==> src/logic/step_sequencer_map.vh <==
// register offsets, field positions, reset values and timing for the step sequencer
// assumes byte addresses on a 32-bit avalon-mm slave, one word per register
`ifndef STEP_SEQUENCER_MAP_VH
`define STEP_SEQUENCER_MAP_VH

// register byte offsets
`define SEQ_CTRL_OFS 8'h00
`define SEQ_CMD_OFS 8'h04
`define SEQ_MAXF_OFS 8'h08
`define SEQ_STAT_OFS 8'h0C
`define SEQ_FREQ_OFS 8'h10
`define SEQ_SECT_BASE 8'h40
`define SEQ_SECT_LAST 8'hBC

// control register fields
`define CTRL_MODE_LSB 0
`define CTRL_MODE_MSB 1
`define CTRL_RETAIN_BIT 2
`define CTRL_UNIT_BIT 3

// command register fields (write-only pulses)
`define CMD_RUN_BIT 0
`define CMD_STOP_BIT 1

// status register fields
`define STAT_RUN_BIT 0
`define STAT_HOLD_BIT 1
`define STAT_DONE_BIT 2
`define STAT_REV_BIT 3
`define STAT_SAVED_BIT 4
`define STAT_STAGE_LSB 8

// sequencer modes
`define MODE_ONCE 2'h0
`define MODE_HOLD 2'h1
`define MODE_CYCLE 2'h2

// reset values
`define CTRL_RST 4'h0
`define MAXF_RST 16'h1388
`define SECT_SPEED_RST 16'h0000
`define SECT_TIME_RST 16'h0000

// speed limits in 0.1 percent, and full scale
`define SPEED_MAX 16'sh03E8
`define SPEED_MIN -16'sh03E8
`define SPEED_FULL 34'sh0_0000_03E8

// timing: one tenth of a second, and tenths-of-minute multiplier
`define TICK_TIME_NS 100000000
`define CLK_PERIOD_NS 10
`define MIN_PER_SEC 6'h3C

`endif

==> src/logic/step_sequencer.v <==
// step sequencer: sixteen sections of signed speed and running time, played in order
// assumes core_clk at 100 MHz, synchronous srst, an avalon-mm master and a power_fail pin
//
// Chosen here: the Avalon-MM register port and the address map.
`timescale 1ns/100ps
`default_nettype none
`include "step_sequencer_map.vh"

////////////////////////////////////////////////////////////////////////////////
// Function
// mode 0 stops the drive after one full pass of all sections.
// after a mode 0 stop, only a new run command restarts the sequence.
// mode 1 completes one pass, then holds last section's speed and direction.
// mode 2 restarts at section 0 after each completed pass.
// cyclic mode repeats until a stop command, then stops the drive.
// retention 1 saves stage and frequency at power loss and resumes there.
// section speed is signed -100.0..100.0 percent, 100 percent means max frequency.
// section time is 0.0..6553.5 in 0.1 steps, seconds or minutes by selector.
// negative section speed commands reverse, positive commands forward.
// sixteen speed and time pairs, sections 0 to 15, drive the sequence.
// after reset every section speed and time reads 0.0.
// advance when elapsed section time reaches the section's running time.
// a tick of one tenth of the time unit counts section running time.
module step_sequencer #(
  parameter SECTIONS = 16,
  parameter TENTH_SEC_CYCLES = `TICK_TIME_NS / `CLK_PERIOD_NS
) (
  // clock and reset
  input wire core_clk,
  input wire srst,
  // avalon-mm slave
  input wire [7:0] avs_address,
  input wire avs_read,
  input wire avs_write,
  input wire [31:0] avs_writedata,
  input wire [3:0] avs_byteenable,
  output reg [31:0] avs_readdata,
  output wire avs_waitrequest,
  // power loss warning pin
  input wire power_fail,
  // drive command outputs
  output reg drive_run,
  output reg drive_reverse,
  output reg [15:0] drive_freq_ref
);

  localparam [1:0] ST_IDLE = 2'h0;
  localparam [1:0] ST_RUN = 2'h1;
  localparam [1:0] ST_HOLD = 2'h2;
  localparam [3:0] CTRL_RST_V = `CTRL_RST;

  ////////////////////////////////////////////////////////////////////////////////
  // bus handshake: one wait state, so every access completes on the second edge
  reg ack_r;
  wire bus_req = avs_read | avs_write;
  wire bus_go = bus_req & ack_r;
  assign avs_waitrequest = bus_req & ~ack_r;

  always @(posedge core_clk) begin
    if (srst) begin
      ack_r <= 1'b0;
    end else begin
      ack_r <= bus_req & ~ack_r;
    end
  end

  wire wr_go = bus_go & avs_write;
  wire sect_hit = (avs_address >= `SEQ_SECT_BASE) && (avs_address <= `SEQ_SECT_LAST);
  wire [7:0] sect_ofs = avs_address - `SEQ_SECT_BASE;
  wire [3:0] sect_idx = sect_ofs[6:3];
  wire sect_is_time = sect_ofs[2];

  ////////////////////////////////////////////////////////////////////////////////
  // control registers
  reg [1:0] mode_r;
  reg retain_en_r;
  reg unit_min_r;
  reg [15:0] max_freq_r;

  always @(posedge core_clk) begin
    if (srst) begin
      mode_r <= CTRL_RST_V[`CTRL_MODE_MSB:`CTRL_MODE_LSB];
      retain_en_r <= CTRL_RST_V[`CTRL_RETAIN_BIT];
      unit_min_r <= CTRL_RST_V[`CTRL_UNIT_BIT];
      max_freq_r <= `MAXF_RST;
    end else if (wr_go && avs_byteenable[0]) begin
      if (avs_address == `SEQ_CTRL_OFS) begin
        mode_r <= avs_writedata[`CTRL_MODE_MSB:`CTRL_MODE_LSB];
        retain_en_r <= avs_writedata[`CTRL_RETAIN_BIT];
        unit_min_r <= avs_writedata[`CTRL_UNIT_BIT];
      end
      if (avs_address == `SEQ_MAXF_OFS && avs_byteenable[1]) begin
        max_freq_r <= avs_writedata[15:0];
      end
    end
  end

  wire cmd_hit = wr_go && avs_byteenable[0] && (avs_address == `SEQ_CMD_OFS);
  wire run_cmd = cmd_hit & avs_writedata[`CMD_RUN_BIT];
  wire stop_cmd = cmd_hit & avs_writedata[`CMD_STOP_BIT];

  ////////////////////////////////////////////////////////////////////////////////
  // section table: one speed and one time word per section
  reg signed [15:0] speed_mem [0:SECTIONS-1];
  reg [15:0] time_mem [0:SECTIONS-1];

  // out-of-range speeds saturate, so the scaled reference never passes max
  wire signed [15:0] wr_speed = avs_writedata[15:0];
  wire signed [15:0] clamp_speed = (wr_speed > `SPEED_MAX) ? `SPEED_MAX :
                                   (wr_speed < `SPEED_MIN) ? `SPEED_MIN : wr_speed;

  genvar gi;
  generate
    for (gi = 0; gi < SECTIONS; gi = gi + 1) begin : g_sect
      wire hit = wr_go && sect_hit && (sect_idx == gi) && (&avs_byteenable[1:0]);
      always @(posedge core_clk) begin
        if (srst) begin
          speed_mem[gi] <= `SECT_SPEED_RST;
          time_mem[gi] <= `SECT_TIME_RST;
        end else if (hit && !sect_is_time) begin
          speed_mem[gi] <= clamp_speed;
        end else if (hit && sect_is_time) begin
          time_mem[gi] <= avs_writedata[15:0];
        end
      end
    end
  endgenerate

  ////////////////////////////////////////////////////////////////////////////////
  // power-fail pin: three flops, a change counts when the last two agree
  reg [2:0] pf_sync_r;
  reg pf_level_r;

  always @(posedge core_clk) begin
    if (srst) begin
      pf_sync_r <= 3'h0;
      pf_level_r <= 1'b0;
    end else begin
      pf_sync_r <= {pf_sync_r[1:0], power_fail};
      if (pf_sync_r[2] == pf_sync_r[1]) begin
        pf_level_r <= pf_sync_r[2];
      end
    end
  end

  reg pf_prev_r;
  always @(posedge core_clk) begin
    if (srst) begin
      pf_prev_r <= 1'b0;
    end else begin
      pf_prev_r <= pf_level_r;
    end
  end
  wire pf_event = pf_level_r & ~pf_prev_r;

  ////////////////////////////////////////////////////////////////////////////////
  // time base: tenth-second prescaler, then x60 when minutes are selected
  reg [31:0] pre_cnt_r;
  reg [5:0] min_cnt_r;
  reg [1:0] state_r;
  wire counting = (state_r == ST_RUN);
  wire running = (state_r != ST_IDLE);
  localparam [31:0] TENTH_LAST = TENTH_SEC_CYCLES - 1;
  wire tenth_sec = (pre_cnt_r == TENTH_LAST);
  wire unit_tick = tenth_sec && (!unit_min_r || min_cnt_r == `MIN_PER_SEC - 6'h01);

  // prescaler restarts whenever the sequencer leaves run, so each start is aligned
  always @(posedge core_clk) begin
    if (srst || !counting) begin
      pre_cnt_r <= 32'h0000_0000;
      min_cnt_r <= 6'h00;
    end else if (tenth_sec) begin
      pre_cnt_r <= 32'h0000_0000;
      min_cnt_r <= unit_tick ? 6'h00 : min_cnt_r + 6'h01;
    end else begin
      pre_cnt_r <= pre_cnt_r + 32'h0000_0001;
    end
  end

  ////////////////////////////////////////////////////////////////////////////////
  // sequencer
  reg [3:0] stage_r;
  reg [15:0] elapsed_r;
  reg done_r;
  reg saved_r;
  reg [3:0] saved_stage_r;
  reg signed [15:0] saved_speed_r;
  reg resume_r;
  reg [1:0] state_nxt;
  reg [3:0] stage_nxt;
  reg [15:0] elapsed_nxt;
  reg done_nxt;

  wire last_stage = (stage_r == SECTIONS - 1);
  wire sect_end = (elapsed_r >= time_mem[stage_r]);
  // stop and power loss outrank run when they land in the same cycle
  wire start_go = run_cmd && !stop_cmd && !pf_event && (state_r == ST_IDLE);
  wire resume_go = retain_en_r && saved_r;

  always @* begin
    state_nxt = state_r;
    stage_nxt = stage_r;
    elapsed_nxt = elapsed_r;
    done_nxt = done_r;
    case (state_r)
      ST_IDLE: begin
        if (start_go) begin
          state_nxt = ST_RUN;
          done_nxt = 1'b0;
          elapsed_nxt = 16'h0000;
          stage_nxt = resume_go ? saved_stage_r : 4'h0;
        end
      end
      ST_RUN: begin
        if (stop_cmd) begin
          state_nxt = ST_IDLE;
        end else if (pf_event) begin
          state_nxt = ST_IDLE;
        end else if (sect_end) begin
          elapsed_nxt = 16'h0000;
          if (!last_stage) begin
            stage_nxt = stage_r + 4'h1;
          end else begin
            case (mode_r)
              `MODE_CYCLE: begin
                stage_nxt = 4'h0;
              end
              `MODE_HOLD: begin
                state_nxt = ST_HOLD;
              end
              default: begin
                // mode 3 is treated as a single pass
                state_nxt = ST_IDLE;
                done_nxt = 1'b1;
              end
            endcase
          end
        end else if (unit_tick) begin
          elapsed_nxt = elapsed_r + 16'h0001;
        end
      end
      ST_HOLD: begin
        // holding keeps the last section's output until stop or power loss
        if (stop_cmd || pf_event) begin
          state_nxt = ST_IDLE;
        end
      end
      default: begin
        // unused state code falls back to idle
        state_nxt = ST_IDLE;
      end
    endcase
  end

  always @(posedge core_clk) begin
    if (srst) begin
      state_r <= ST_IDLE;
      stage_r <= 4'h0;
      elapsed_r <= 16'h0000;
      done_r <= 1'b0;
    end else begin
      state_r <= state_nxt;
      stage_r <= stage_nxt;
      elapsed_r <= elapsed_nxt;
      done_r <= done_nxt;
    end
  end

  ////////////////////////////////////////////////////////////////////////////////
  // retention: stage and speed captured on power loss, used once on next run
  wire signed [15:0] cur_speed = speed_mem[stage_r];

  always @(posedge core_clk) begin
    if (srst) begin
      saved_r <= 1'b0;
      saved_stage_r <= 4'h0;
      saved_speed_r <= 16'sh0000;
      resume_r <= 1'b0;
    end else begin
      if (pf_event && state_r != ST_IDLE && retain_en_r) begin
        saved_r <= 1'b1;
        saved_stage_r <= stage_r;
        saved_speed_r <= cur_speed;
      end else if (start_go) begin
        saved_r <= 1'b0;
        resume_r <= resume_go;
      end else if (state_r == ST_RUN && sect_end) begin
        resume_r <= 1'b0;
      end
      if (!retain_en_r && !(pf_event && state_r != ST_IDLE)) begin
        saved_r <= 1'b0;
      end
    end
  end

  // resumed section keeps its saved speed, scaled by the current max_freq_r, until it ends
  wire signed [15:0] act_speed = resume_r ? saved_speed_r : cur_speed;
  wire [15:0] speed_mag = act_speed[15] ? (16'h0000 - act_speed) : act_speed;
  wire [33:0] prod = {18'h0_0000, speed_mag} * {18'h0_0000, max_freq_r};
  wire [33:0] scaled = prod / `SPEED_FULL;

  always @(posedge core_clk) begin
    if (srst) begin
      drive_run <= 1'b0;
      drive_reverse <= 1'b0;
      drive_freq_ref <= 16'h0000;
    end else begin
      drive_run <= running;
      // gated so a negative last section cannot leave reverse set while stopped
      drive_reverse <= running & act_speed[15];
      drive_freq_ref <= running ? scaled[15:0] : 16'h0000;
    end
  end

  ////////////////////////////////////////////////////////////////////////////////
  // read mux, captured in the wait cycle so data stand at the completing edge
  reg [31:0] rd_nxt;
  always @* begin
    rd_nxt = 32'h0000_0000;
    if (sect_hit) begin
      rd_nxt = sect_is_time ? {16'h0000, time_mem[sect_idx]} :
                              {{16{speed_mem[sect_idx][15]}}, speed_mem[sect_idx]};
    end else begin
      case (avs_address)
        `SEQ_CTRL_OFS: rd_nxt = {28'h000_0000, unit_min_r, retain_en_r, mode_r};
        `SEQ_MAXF_OFS: rd_nxt = {16'h0000, max_freq_r};
        `SEQ_STAT_OFS: rd_nxt = {20'h0_0000, stage_r, 3'h0, saved_r, drive_reverse,
                                 done_r, state_r == ST_HOLD, state_r != ST_IDLE};
        `SEQ_FREQ_OFS: rd_nxt = {16'h0000, drive_freq_ref};
        default: rd_nxt = 32'h0000_0000;
      endcase
    end
  end

  always @(posedge core_clk) begin
    if (srst) begin
      avs_readdata <= 32'h0000_0000;
    end else if (avs_read && !ack_r) begin
      avs_readdata <= rd_nxt;
    end
  end

endmodule
`default_nettype wire

==> config.mk <==
export PLATFORM = sky130hd
export DESIGN_NAME = step_sequencer
export DESIGN_NICKNAME = d
export VERILOG_FILES = /design/src/logic/step_sequencer.v
export VERILOG_INCLUDE_DIRS = /design/src /design/src/logic
export SDC_FILE = /design/constraint.sdc
export NUM_CORES = 2
export LEC_CHECK = 0
export ABC_CLOCK_PERIOD_IN_PS = 50700
export BUFFER_PORTS_ARGS = -buffer_cell sky130_fd_sc_hd__buf_2
export CORE_ASPECT_RATIO = 0.9
export CORE_UTILIZATION = 25
export DETAILED_ROUTE_END_ITERATION = 16
export GPL_ROUTABILITY_DRIVEN = 0
export GPL_TIMING_DRIVEN = 0
export HOLD_SLACK_MARGIN = 0.03
export PLACE_DENSITY = 0.37
export SYNTH_ARGS = -nofsm -noshare
export SYNTH_HDL_FRONTEND = slang
export SYNTH_SLANG_ARGS = --single-unit
==> constraint.sdc <==
create_clock -name core_clk -period 50.7 [get_ports core_clk]
set_input_delay 5.07 -clock core_clk [delete_from_list [all_inputs] [get_ports core_clk]]
set_output_delay 5.07 -clock core_clk [all_outputs]
set_load 0.005 [all_outputs]
==> metrics.yaml <==
status: "finished clean"
start_util_pct: 25.16
post_cts_resized: 0
die_x_um: 473.0
synthXorXnorAreaFrac_pct: 2.349
port_buffers: 80
final_common_cell: "nor2_1"
antenna_left: 0
critPathBufInv: 17
yosysUniqueCellTypes: 131
grt_antenna_before_repair: 9
netlist_instances: 4642
clock-sinks: 660
hold_path_depth: 1
worstHoldStart: "pf_sync_r[0]"
hold_buffers: 0
dpl.hpwl_um: 149600
synth_top_family_by_area: "simple AND/OR/NAND/NOR gates"
hold_violations: 0
synth_compound_area_share_pct: 11.70
tns_ns: 0
post_cts_buffers: 0
yosys.area_share.simple_pct: 17.55
drc_errors: 0
cp.required_ns: 51.29
drive_gt1_share_pct: 15.38
viasPerCell: 5.075
track_usage_pct: 19.31
cts_made_buffers: 76
synth_nets: 5013
r2r_end: "drive_freq_ref[0]"
die_y_um: 425.9
clock_skew_ns: 0.02941
grt_pass1_wl_um: 282800
fin_crit_ns: 29.70
syn2layout_area_growth_pct: 12.82
hold_path.class: "reg -> reg"
nNetsFinal: 5185
timing.final.crit_share_pct: 58.58
final_util_pct: 28.39
ys_seq_area_share_pct: 36.74
crit_slowest_cell: "buf_1"
end_kind: "flop"
wirelength_um: 196500
ys.flop_type: "edfxtp_1"
reg2reg_depth: 82
muxShareOfSynthArea_pct: 16.12
startpoint_type: "flop"
yosys_warnings: 0
cp_max_fo: 10
setup_violations: 0
syn-cell-area_sq_um: 49920
ys_async_sr_fraction_pct: 0
dieArea_sq_um: 201500
worstPathArrival_ns: 30.30
max_freq_mhz: 33.67
rsz0062_at_grt: "false"
fp.coreArea_sq_um: 198400
worst_pin_slew_ns: 1.396
crit_family: "compound AO/OA/AOI/OAI gates"
path_common_cell: "clkbuf_1"
syn_area_per_cell_sq_um: 10.75
wl_per_cell_um: 26.05
grt_pass1_vias: 38620
clock-root-buffer: "clkbuf_16"
cts_tree: "yes"
clk_latency_ns: 0.68
drt_iter0_drc: 2938
worstSetupPathType: "reg -> reg"
clockBufferDepth: 3
rows: 155
clkTransAtPathRegs_ns: 0.07
dr.pass1.iters: 6
final_cell_mix: "527 x nor2_1, 512 x edfxtp_1, 391 x and2_1, 391 x nand2_1, 320 x mux4_2"
grt-ovfl-total: 0
fillCellCount: 20810
cpPeakStageDelay_ns: 0.88
cts-htree-levels: 3
finalMaxSlewViolations: 0
r2r_setup_slack_ns: 21.00
worstHoldEndpoint: "pf_sync_r[1]"
grt_start_max_net_pins: 18
cap_violations: 0
ys_seq_elements: 660
vias: 38260
synth_edf_count: 512
synthAdderAreaFrac_pct: 11.01
pin_count: 100
relSlewSlack_pct: 6.943
==> worst max path at each step <==
stage,from,end,depth (start not counted)
5_1_grt,flop,drive_freq_ref[0],83
2_1_floorplan,flop,drive_freq_ref[0],87
4_1_cts,flop,drive_freq_ref[0],82
3_3_place_gp,flop,drive_freq_ref[0],81
3_5_place_dp,flop,drive_freq_ref[0],82
6_report,flop,drive_freq_ref[0],82
==> layout make-up <==
class	instances	area, sq um	area share (%)
antenna	2	5.005	0.008887
buffer	327	1385	2.459
clock buffer	94	1993	3.539
clock inverter	39	356.6	0.6332
inverter	236	885.9	1.573
multi-input combinational	3419	29390	52.20
sequential	660	18340	32.56
tap	2669	3339	5.930
timing repair buffer	94	619.3	1.100
==> cell usage after synthesis, drive strengths merged, types with 83 or more instances <==
library cell	count	area, sq um
nor2	535	2043
edfxtp	512	15370
nand2	393	1480
and2	391	2446
mux4	320	7207
clkbuf	236	889.6
inv	234	878.3
a21oi	197	1016
fa	194	3884
dfxtp	148	2963
o21ai	131	666.9
ha	128	1602
nor3	96	485.5
buf	91	486.7
xnor2	89	787.0
nand3	83	420.4
==> kinds of logic after synthesis <==
logic type | count (synthesis)
adder cells (fa/ha/maj) | 323
buffers and inverters | 563
flip-flops | 660
multiplexers | 399
AND/OR/NAND/NOR | 1772
XOR/XNOR | 133
AO/OA/AOI/OAI | 792
==> flip-flops by register name, summed over array words and instances (netlist names), 6 cells and up, named ones only <==
register and count:
speed_mem 256, time_mem 256, pre_cnt_r 32, avs_readdata 17
drive_freq_ref 16, elapsed_r 16, max_freq_r 16, saved_speed_r 16
min_cnt_r 6
==> worst reg2reg max path, delay by kind of cell, from the launching register on <==
family / cells / cell delay [ns]
AOI/OAI and AO/OA: 30 / 11.02
xor gates and xnor gates: 3 / 1.33
adders and majority gates: 7 / 3.42
buffers and inverters: 17 / 5.43
DFF: 1 / 0.33
muxes: 7 / 3.23
and+or+nand+nor: 18 / 4.82
==> per-layer routing <==
| metal | part of all wire [%] | global-route usage, % |
|---|---|---|
| met4 | 3.6 | 6.960 |
| met1 | 44 | 25.81 |
| met3 | 4.2 | 2.012 |
| met5 | 0 | 0 |
| met2 | 48 | 32.22 |
==> metrics by stage <==
stage	hold WS, ns	worst slack, ns	instances	area [sq um]
finish	0.4478	21.00	7540	56320
global route	0.4622	18.67	7540	56320
CTS	0.4485	20.67	7538	56300
detailed placement	0.4399	20.77	7405	53950
global placement	0.4239	20.52	7391	53660
floorplan	0.4138	27.69	4642	49920
Power is not shown: default switching activity piles up to over one toggle a cycle in this logic, so the estimate is an artifact.
